### config.mk
export PLATFORM = sky130hd
export DESIGN_NAME = cb_status_report
export DESIGN_NICKNAME = d
export VERILOG_FILES = /design/src/cb_status_pkg.sv /design/src/cb_command_map.sv /design/src/cb_status_report.sv
export VERILOG_INCLUDE_DIRS = /design/src /design/src/src
export SDC_FILE = /design/constraint.sdc
export NUM_CORES = 1
export LEC_CHECK = 0
export ABC_AREA = 1
export BUFFER_PORTS_ARGS = -buffer_cell sky130_fd_sc_hd__buf_4
export CORE_UTILIZATION = 40
export DETAILED_ROUTE_END_ITERATION = 7
export GPL_TIMING_DRIVEN = 0
export HOLD_SLACK_MARGIN = 0.1
export PLACE_DENSITY = 0.77
export SETUP_SLACK_MARGIN = 0.5
export SYNTH_ARGS = -nofsm -noshare
export SYNTH_HDL_FRONTEND = slang
export SYNTH_HIERARCHICAL = 1
export SYNTH_SLANG_ARGS = --single-unit
### constraint.sdc
create_clock -name clk -period 2.2 [get_ports clk]
set_input_delay 0.33 -clock clk [delete_from_list [all_inputs] [get_ports clk]]
set_output_delay 0.33 -clock clk [all_outputs]
set_load 0.02 [all_outputs]
### src/cb_status_map.svh
// Offsets, field positions, codes and reset values of the status block.
// Assumes inclusion by bare name from the design modules and the checker.
`ifndef CB_STATUS_MAP_SVH
`define CB_STATUS_MAP_SVH

// Interrupt code field of the interrupt code status register
`define CODE_LSB 6
`define CODE_MSB 15

// Asynchronous interrupt codes; host reads them as octal 0..16
`define CODE_NULL 10'h000
`define CODE_SOFT 10'h002
`define CODE_HARD 10'h003
`define CODE_IBIT 10'h004
`define CODE_DONE 10'h005
`define CODE_SBIT 10'h007
`define CODE_STATNZ 10'h008
`define CODE_ILLCMD 10'h009
`define CODE_PAGE 10'h00b
`define CODE_XFER 10'h00e

// Error status word bit positions
`define ERR_ENDADDR_BIT 7
`define ERR_CHAN_BIT 12

// Return word indices inside a control block
`define WORD_STATUS 4'hb
`define WORD_ERROR 4'he
`define WORD_UNIT 4'hf

// Control block command codes
`define CMD_READ 4'h0
`define CMD_WRITE 4'h1
`define CMD_RD_VERIFY 4'h2
`define CMD_RD_RAW 4'h3
`define CMD_RD_HEADERS 4'h4
`define CMD_WR_VERIFY 4'h5
`define CMD_WR_VER_WORD 4'h6

// Reset values
`define REG_RESET 16'h0000

`endif

### src/cb_status_pkg.sv
// Types shared by the status reporting block and its command mapper.
// Assumes nothing beyond a SystemVerilog compiler.
package cb_status_pkg;
	// What execution does with a control block command
	typedef enum logic [1:0] {
		ACT_EXEC,
		ACT_NOOP,
		ACT_WRITE,
		ACT_ILLEGAL
	} action_t;

	// Return word write-back sequencer states
	typedef enum logic [1:0] {
		WB_IDLE,
		WB_STATUS,
		WB_ERROR,
		WB_UNIT
	} wb_state_t;
endpackage

### src/cb_command_map.sv
// Combinational mapping of a control block command to its execution.
// Assumes the caller registers the result.
`include "cb_status_map.svh"

module cb_command_map (
	input wire logic [3:0] cmd,
	output cb_status_pkg::action_t action
);
	// Redefined commands; all others execute as given
	always_comb begin
		case (cmd)
			`CMD_RD_VERIFY: action = cb_status_pkg::ACT_NOOP;
			`CMD_WR_VER_WORD: action = cb_status_pkg::ACT_NOOP;
			`CMD_RD_RAW: action = cb_status_pkg::ACT_ILLEGAL;
			`CMD_RD_HEADERS: action = cb_status_pkg::ACT_ILLEGAL;
			`CMD_WR_VERIFY: action = cb_status_pkg::ACT_WRITE;
			`CMD_WRITE: action = cb_status_pkg::ACT_WRITE;
			default: action = cb_status_pkg::ACT_EXEC;
		endcase
	end
endmodule

### src/cb_status_report.sv
// Status and interrupt reporting of a control block storage controller.
// Assumes all inputs synchronous to clk and event inputs one-cycle pulses.
`include "cb_status_map.svh"

module cb_status_report (
	input wire logic clk,
	input wire logic rst_n,
	// Control block accepted for execution
	input wire logic cbStart,
	input wire logic [3:0] cbCmd,
	input wire logic listStart,
	// Control block execution outcome
	input wire logic cbFinish,
	input wire logic cbSoftErr,
	input wire logic cbHardErr,
	input wire logic cbSuspend,
	input wire logic cbIntOnDone,
	input wire logic listDone,
	// Interpretation failures, each ending the block
	input wire logic interpStatusNz,
	input wire logic interpBadPage,
	input wire logic interpBadXfer,
	// Return words gathered during execution
	input wire logic [15:0] cbStatusWord,
	input wire logic [15:0] cbErrorWord,
	input wire logic [15:0] cbUnitWord,
	// Programmed I/O command completion
	input wire logic pioDone,
	input wire logic pioErrCapable,
	input wire logic pioFail,
	input wire logic pioErrEndAddr,
	input wire logic pioErrChannel,
	input wire logic [15:0] pioReturnC,
	input wire logic syncIntEnable,
	// Host acknowledges the interrupt it sees
	input wire logic intAck,
	// Command mapping result
	output cb_status_pkg::action_t cbAction_q,
	output logic cbActionValid_q,
	// Status registers and state
	output logic [15:0] errorStatusWord_q,
	output logic [15:0] interruptCodeStatus_q,
	output logic execBusy_q,
	output logic listStarted_q,
	output logic cmdComplete_q,
	// Interrupt lines
	output logic syncIrq_q,
	output logic asyncIrq_q,
	// Return word write-back to the control block
	output logic wbValid_q,
	output logic [3:0] wbWord_q,
	output logic [15:0] wbData_q
);
	cb_status_pkg::action_t mapAction; // Mapper output
	cb_status_pkg::wb_state_t wbState_q; // Write-back state
	logic [15:0] errWord_q; // Captured error word
	logic [15:0] unitWord_q; // Captured unit word
	logic [15:0] statWord_q; // Captured status word
	logic illegalSeen_q; // Current block mapped illegal
	logic syncPend_q; // Synchronous interrupt pending
	logic asyncPend_q; // Asynchronous interrupt pending
	logic asyncEvent; // Any asynchronous cause this cycle
	logic interpEvent; // Interpretation error this cycle
	logic [9:0] asyncCode; // Code for this cycle's cause
	logic syncEvent; // Synchronous interrupt cause
	logic ackSync; // Host clears sync interrupt
	logic ackAsync; // Host clears async interrupt

	// Redefined command translation
	cb_command_map uMap (
		.cmd(cbCmd),
		.action(mapAction)
	);

	// Register the mapping for the execution engine
	always_ff @(posedge clk) begin
		if (!rst_n) begin
			cbAction_q <= cb_status_pkg::ACT_EXEC;
			cbActionValid_q <= 1'b0;
			illegalSeen_q <= 1'b0;
		end else begin
			cbActionValid_q <= cbStart;
			if (cbStart) begin
				cbAction_q <= mapAction;
				illegalSeen_q <= (mapAction == cb_status_pkg::ACT_ILLEGAL);
			end else if (cbActionValid_q && illegalSeen_q) begin
				illegalSeen_q <= 1'b0;
			end
		end
	end

	// Cause decoding, errors ahead of clean completion
	always_comb begin
		interpEvent = interpStatusNz | interpBadPage | interpBadXfer;
		asyncEvent = cbFinish | listDone | interpEvent |
			(cbActionValid_q & illegalSeen_q);
		if (interpStatusNz) begin
			asyncCode = `CODE_STATNZ;
		end else if (cbActionValid_q && illegalSeen_q) begin
			asyncCode = `CODE_ILLCMD;
		end else if (interpBadPage) begin
			asyncCode = `CODE_PAGE;
		end else if (interpBadXfer) begin
			asyncCode = `CODE_XFER;
		end else if (cbFinish && cbHardErr) begin
			asyncCode = `CODE_HARD;
		end else if (cbFinish && cbSoftErr && cbSuspend) begin
			asyncCode = `CODE_SBIT;
		end else if (cbFinish && cbSoftErr) begin
			asyncCode = `CODE_SOFT;
		end else if (cbFinish && cbIntOnDone) begin
			asyncCode = `CODE_IBIT;
		end else if (cbFinish || listDone) begin
			asyncCode = `CODE_DONE;
		end else begin
			asyncCode = `CODE_NULL;
		end
	end

	// Sync cause and acknowledge steering
	always_comb begin
		syncEvent = pioDone & syncIntEnable;
		ackSync = intAck & syncPend_q;
		ackAsync = intAck & ~syncPend_q & asyncPend_q;
	end

	// Pending flags; a new cause wins over an acknowledge
	always_ff @(posedge clk) begin
		if (!rst_n) begin
			syncPend_q <= 1'b0;
			asyncPend_q <= 1'b0;
		end else begin
			if (syncEvent) begin
				syncPend_q <= 1'b1;
			end else if (ackSync) begin
				syncPend_q <= 1'b0;
			end
			if (asyncEvent) begin
				asyncPend_q <= 1'b1;
			end else if (ackAsync) begin
				asyncPend_q <= 1'b0;
			end
		end
	end

	// Interrupt lines, sync masking async
	always_ff @(posedge clk) begin
		if (!rst_n) begin
			syncIrq_q <= 1'b0;
			asyncIrq_q <= 1'b0;
		end else begin
			syncIrq_q <= syncPend_q & ~ackSync;
			asyncIrq_q <= asyncPend_q & ~syncPend_q & ~ackAsync;
		end
	end

	// Interrupt code register C
	always_ff @(posedge clk) begin
		if (!rst_n) begin
			interruptCodeStatus_q <= `REG_RESET;
		end else if (syncEvent) begin
			interruptCodeStatus_q <= pioReturnC;
		end else if (asyncEvent && !syncPend_q) begin
			// Code field only; low bits read zero
			interruptCodeStatus_q <= {asyncCode, 6'h00};
		end
	end

	// Error status register B, loaded only on command failure
	always_ff @(posedge clk) begin
		if (!rst_n) begin
			errorStatusWord_q <= `REG_RESET;
		end else if (pioDone && pioFail && pioErrCapable) begin
			errorStatusWord_q <= `REG_RESET;
			errorStatusWord_q[`ERR_ENDADDR_BIT] <= pioErrEndAddr;
			errorStatusWord_q[`ERR_CHAN_BIT] <= pioErrChannel;
		end
	end

	// Execution state, list start and completion status
	always_ff @(posedge clk) begin
		if (!rst_n) begin
			execBusy_q <= 1'b0;
			listStarted_q <= 1'b0;
			cmdComplete_q <= 1'b0;
		end else begin
			if (cbStart) begin
				execBusy_q <= 1'b1;
				cmdComplete_q <= 1'b0;
			end else if (asyncEvent) begin
				execBusy_q <= 1'b0;
				cmdComplete_q <= 1'b1;
			end
			if (listStart) begin
				listStarted_q <= 1'b1;
			end else if (listDone || interpEvent) begin
				listStarted_q <= 1'b0;
			end
		end
	end

	// Capture return words at block end
	always_ff @(posedge clk) begin
		if (!rst_n) begin
			statWord_q <= `REG_RESET;
			errWord_q <= `REG_RESET;
			unitWord_q <= `REG_RESET;
		end else if (cbFinish && wbState_q == cb_status_pkg::WB_IDLE) begin
			statWord_q <= cbStatusWord;
			errWord_q <= cbErrorWord;
			unitWord_q <= cbUnitWord;
		end
	end

	// Three-word write-back sequencer
	always_ff @(posedge clk) begin
		if (!rst_n) begin
			wbState_q <= cb_status_pkg::WB_IDLE;
		end else begin
			case (wbState_q)
				cb_status_pkg::WB_IDLE: begin
					if (cbFinish) begin
						wbState_q <= cb_status_pkg::WB_STATUS;
					end
				end
				cb_status_pkg::WB_STATUS: wbState_q <= cb_status_pkg::WB_ERROR;
				cb_status_pkg::WB_ERROR: wbState_q <= cb_status_pkg::WB_UNIT;
				cb_status_pkg::WB_UNIT: wbState_q <= cb_status_pkg::WB_IDLE;
				default: wbState_q <= cb_status_pkg::WB_IDLE;
			endcase
		end
	end

	// Write-back outputs, registered from the state
	always_ff @(posedge clk) begin
		if (!rst_n) begin
			wbValid_q <= 1'b0;
			wbWord_q <= 4'h0;
			wbData_q <= `REG_RESET;
		end else begin
			case (wbState_q)
				cb_status_pkg::WB_STATUS: begin
					wbValid_q <= 1'b1;
					wbWord_q <= `WORD_STATUS;
					wbData_q <= statWord_q;
				end
				cb_status_pkg::WB_ERROR: begin
					wbValid_q <= 1'b1;
					wbWord_q <= `WORD_ERROR;
					wbData_q <= errWord_q;
				end
				cb_status_pkg::WB_UNIT: begin
					wbValid_q <= 1'b1;
					wbWord_q <= `WORD_UNIT;
					wbData_q <= unitWord_q;
				end
				default: begin
					wbValid_q <= 1'b0;
					wbWord_q <= 4'h0;
					wbData_q <= `REG_RESET;
				end
			endcase
		end
	end
endmodule

==> After elaboration in Yosys (flattened, before gate mapping) <==
Index checks and enable logic that the tools add are counted.
{ "totals": {"register_bits": 100, "elab_cells": 98, "input_bits": 88} }
{ "classes": {"bitwise": 17, "n_reduce_logical": 24, "muxes": 27, "eq_ne": 11} }
{ "op_table": {"columns": ["operator", "n"], "rows": [
  ["16-bit one-hot mux with 3 select lines", 1],
  ["16-bit two-way mux", 2],
  ["4-bit two-way mux", 4],
  ["3-bit two-way mux", 5],
  ["4-bit by 3-bit == test with 1-bit output (second input constant)", 3],
  ["4-bit one-hot mux with 3 select lines", 1],
  ["2-bit nonzero test", 6],
  ["1-bit two-way mux", 11],
  ["1-bit logical AND", 9],
  ["1-bit AND", 8],
  ["4-bit by 2-bit == test with 1-bit output (second input constant)", 2],
  ["2-bit one-hot mux with 4 select lines", 1],
  ["2-bit OR reduction", 4],
  ["2-bit == test (second input constant)", 3],
  ["2-bit one-hot mux with 3 select lines", 1],
  ["1-bit OR", 5],
  ["4-bit by 1-bit == test with 1-bit output (second input constant)", 1],
  ["1-bit NOT", 4],
  ["3-bit OR reduction", 1],
  ["2-bit by 1-bit == test with 1-bit output (second input constant)", 1],
  ["2-bit logical NOT", 1],
  ["1-bit logical OR", 2],
  ["2-bit two-way mux", 1],
  ["2-bit != test (second input constant)", 1],
  ["1-bit logical NOT", 1]
]} }

==> Depth between registers and ports, before layout <==
{ "logic_depth": {"word_depth": 12, "depth_mapped": 10, "depth_no_buf": 10} }

==> By module <==
Netlist, hierarchy kept.
{ "by_module_without_submodules": {"columns": ["mod", "instances", "seq_area_each_um2", "cells_per_inst", "area_each_um2"], "rows": [
  ["cb_status_report", 1, 1961.9, 532, 3992.6],
  ["cb_command_map", 1, 0.0, 14, 56.3]
]} }

==> Worst setup path before layout <==
OpenSTA, ideal clock, no wires.
{ "synth_timing": {"path_kind": "register -> register", "from": "reg wbState_q[0]", "to": "reg errWord_q[0]", "slack_ps": 931, "path_stages_with_launch": 9, "path_buffers": 2, "t_arrival_ps": 1153, "t_required_ps": 2084, "cell_sequence": "dfxtp_1 inv_1 ha_1 nand2_2 inv_2 buf_6 buf_6 nor2_1 nor2_1"} }
{ "synth_between": {"elab_chain_len": 2} }
{ "synth_rtl": {"columns": ["element", "line", "rtl"], "rows": [
  ["start, declared", "cb_status_report.sv:55", "cb_status_pkg::wb_state_t wbState_q;"],
  ["start signal, assigned", "cb_status_report.sv:218", "wbState_q <= cb_status_pkg::WB_IDLE;"],
  ["start signal, assigned", "cb_status_report.sv:223", "wbState_q <= cb_status_pkg::WB_STATUS;"],
  ["start signal, assigned", "cb_status_report.sv:226", "cb_status_pkg::WB_STATUS: wbState_q <= cb_status_pkg::WB_ERROR;"],
  ["2-bit logical NOT", "cb_status_report.sv:208", "end else if (cbFinish && wbState_q == cb_status_pkg::WB_IDLE) begin"],
  ["1-bit logical AND", "cb_status_report.sv:208", null],
  ["end signal, assigned", "cb_status_report.sv:206", "errWord_q <= `REG_RESET;"],
  ["end signal, assigned", "cb_status_report.sv:210", "errWord_q <= cbErrorWord;"],
  ["end, declared", "cb_status_report.sv:56", "logic [15:0] errWord_q;"]
]} }
No other way between the ends.
A chain may end at the register's enable or synchronous reset.

==> Final worst setup path <==
{ "layout_timing": {"from": "reg wbState_q[0]", "to": "reg unitWord_q[6]"} }
{ "layout_between": {"elab_chain_len": 2} }
{ "layout_rtl": {"columns": ["element", "line", "rtl"], "rows": [
  ["2-bit logical NOT", "cb_status_report.sv:208", null],
  ["1-bit logical AND", "cb_status_report.sv:208", null],
  ["end signal, assigned", "cb_status_report.sv:207", "unitWord_q <= `REG_RESET;"],
  ["end signal, assigned", "cb_status_report.sv:211", "unitWord_q <= cbUnitWord;"],
  ["end, declared", "cb_status_report.sv:57", "logic [15:0] unitWord_q;"]
]} }
No other way between the ends.

==> results.md <==
- Power per cell area: 881 nW/um2
- Leak Pwr: 2.74 nW
- EDFF count, synth: 0
- Initial antenna violation count: 0
- Critical path fanouts, max: 10
- Sequential cell area in the final layout: 1960 um2
- Arrival time of data at the critical path endpoint: 1.81 ns
- Class of the tightest hold or removal check: in -> reg
- Part of the Yosys area used for sequential elements: 48.5%
- Number of setup buffers added after CTS: 0
- Worst Path Required: 2.51 ns
- Layout fillers: 890
- Proportion of layout cells with a drive suffix above 1: 29.8%
- Max frequency: 666 MHz
- Final period demand of the worst path: 1.50 ns
- Warning count from the yosys run: 6
- Area grow syn2layout: 34.5%
- Max Slew Vio Count: 0
- Vert. Die Dim: 103 um
- # hold bufs at CTS: 0
- Master cell of the clock root buffer: clkbuf_8
- Clock slew at reported path FFs: 0.10 ns
- Net count, final: 797
- Clk Latency, worst-skew pair: 0.37 ns
- Floorplan die area: 10500 um2
- Vias: 3850
- Number of cells upsized or downsized after cts: 0
- Clock tree from TritonCTS: done
- Met1 Resource Use GR: 23.8%
- Max Root-Sink Buffers: 2
- Row Count: 36
- Post-route core utilization: 55.7%
- Sum of negative setup slack: 0 ns
- Final count of hold timing violations: 0
- Fraction of registers with async set/reset: 0%
- Post-Syn Area: 4050 um2
- Run status: complete, no violations
- Kind of start point of the critical path: flop
- Cts bufs inserted: 9
- Multi-input logic area: 1700 um2
- Post-route antenna net violation count: 0
- Layer with the highest usage after global routing: met2
- Average vias per placed instance: 4.58
- Cell variety after synth: 30
- Overall Power: 4.79 mW
- Total wirelength of the detailed-routed design: 10200 um
- Final-layout worst hold slack: 0.148 ns
- Met2 Use GR: 35.1%
- Maxcap violations: 0
- Cell type with the largest total area after synthesis: dfxtp_1
- IO buf count: 134
- Final worst path period share: 68.3%
- Number of storage elements in the synthesis netlist: 98
- Main synth FF type: dfxtp_1
- Antenna diode instance count: 0
- First DRT Iteration DRCs: 114
- Average cell area after synthesis: 7.42 um2
- Setup-failing EPs final: 0
- GR Overflow Total: 0
- Area contributors post-synth: dfxtp_1, nand2_1, nor2_1
- Router iterations before antenna repair: 4
- TritonCTS sink count: 98
- Final RePlAce weighted congestion: 0.828
- First-pass GRT wire length: 16300 um
- Maximum number of pins on one net before global-route repair: 18
- Worst clock skew: 0.0127 ns
- Post-detailed-route DRC marker count: 0
- Initial core utilization: 41.4%
- Synth top area share: 48.5%
- Unrepaired setup endpoints after global routing: no
- Type of the worst setup path: reg -> reg
- Worst-case vdd ir drop: 0.385 mV
- Endpoint class of the critical path: flop
- Chip Width: 103 um
- Number of standard cells after synthesis: 546
- Post-DP HPWL: 7820 um
- Average wire per standard cell: 12.1 um
- Met3 Resource Use GR: 6.44%
- Number of global-route vias before repair: 3594
- Std-Cell Core Area: 9770 um2
- Tot GR Track Use: 20.3%
- Number of levels the H-tree was split into: 3
- Io pins: 149
[cells in the final DEF (no fill, tap or decap), types with 3 or more instances in the layout]
cell type	n
nand3_1	26
buf_6	5
inv_1	39
conb_1	14
ha_1	5
o21ai_0	47
clkbuf_1	4
o21ai_2	11
buf_4	150
nand2_1	126
dfxtp_1	98
inv_2	3
o21ai_1	10
buf_2	14
a21oi_1	7
clkbuf_8	9
clkbuf_2	3
nor2_1	114
[worst max-delay path, stage by stage (launching register included)]
cell,delay [ns]
dfxtp_1,0.39
inv_1,0.10
ha_1,0.24
nand2_2,0.12
clkbuf_1,0.35
o21ai_0,0.14
nor2_1,0.11
[Yosys cell counts (3+ instances only)]
master	instances
a21oi_1	7
buf_2	14
buf_4	16
buf_6	5
clkbuf_1	5
dfxtp_1	98
ha_1	5
inv_1	39
inv_2	3
nand2_1	126
nand3_1	26
nor2_1	114
o21ai_0	47
o21ai_1	10
o21ai_2	11
[logic make-up (layout without fill, tap and decap cells)]
family	count (synthesis)	count (layout)	synth area share (%)
flops	98	98	48.5
compound gates	81	81	11.6
buf+inv	84	233	10.7
fa+ha+maj	5	5	1.55
other cells	1	14	0.0926
simple gates	277	277	27.7
[path summary, 6_finish.rpt]
check             depth (start not counted)  slack [ns]                   endpoint           start
setup / recovery                          6        0.70              unitWord_q[6]    wbState_q[0]
hold / removal                            3        0.15  interruptCodeStatus_q[13]  pioReturnC[13]
hold reg to reg                           2        0.46                 asyncIrq_q     asyncPend_q
setup reg to reg                          6        0.70              unitWord_q[6]    wbState_q[0]
[report_power, final]
| part | internal (mW) | leakage [nW] | switching (mW) |
|---|---|---|---|
| combinational | 0.606 | 1.85 | 0.877 |
| clock | 0.419 | 0.0840 | 0.654 |
| sequential | 2.08 | 0.806 | 0.160 |
| total | 3.10 | 2.74 | 1.69 |
[registers in the layout, indices dropped and copies added (netlist names)]
name	flops
statWord_q	16
wbData_q	16
wbWord_q	3
illegalSeen_q	1
syncIrq_q	1
cmdComplete_q	1
wbState_q	2
listStarted_q	1
errorStatusWord_q	2
asyncIrq_q	1
interruptCodeStatus_q	16
syncPend_q	1
execBusy_q	1
cbAction_q	2
asyncPend_q	1
unitWord_q	16
cbActionValid_q	1
errWord_q	16
[area by class of cell]
type / instances / area share (%)
plain buffers: 42 / 5.08
flip-flops and latches: 98 / 36.0
inverters: 42 / 2.90
well taps: 133 / 3.06
clock inverters: 6 / 0.896
multi-input cells: 377 / 31.3
clock buffers: 9 / 2.28
repair buffers: 134 / 18.5
[stage by stage]
step                cell area [um2]  std cells  setup WS, ns
detailed placement             5270        826         0.658
global placement               5270        826         0.711
CTS                            5440        841         0.629
floorplan                      4100        559         0.931
global route                   5440        841         0.535
finish                         5440        841         0.698
[routing by layer]
metal  vias to the layer above  wire [um]
li1                       1984          -
met1                      1689       4300
met2                       167       4840
met3                        10        946
met4                         0        128
met5                         -          0
No activity file was read; power rests on OpenSTA's default activity.
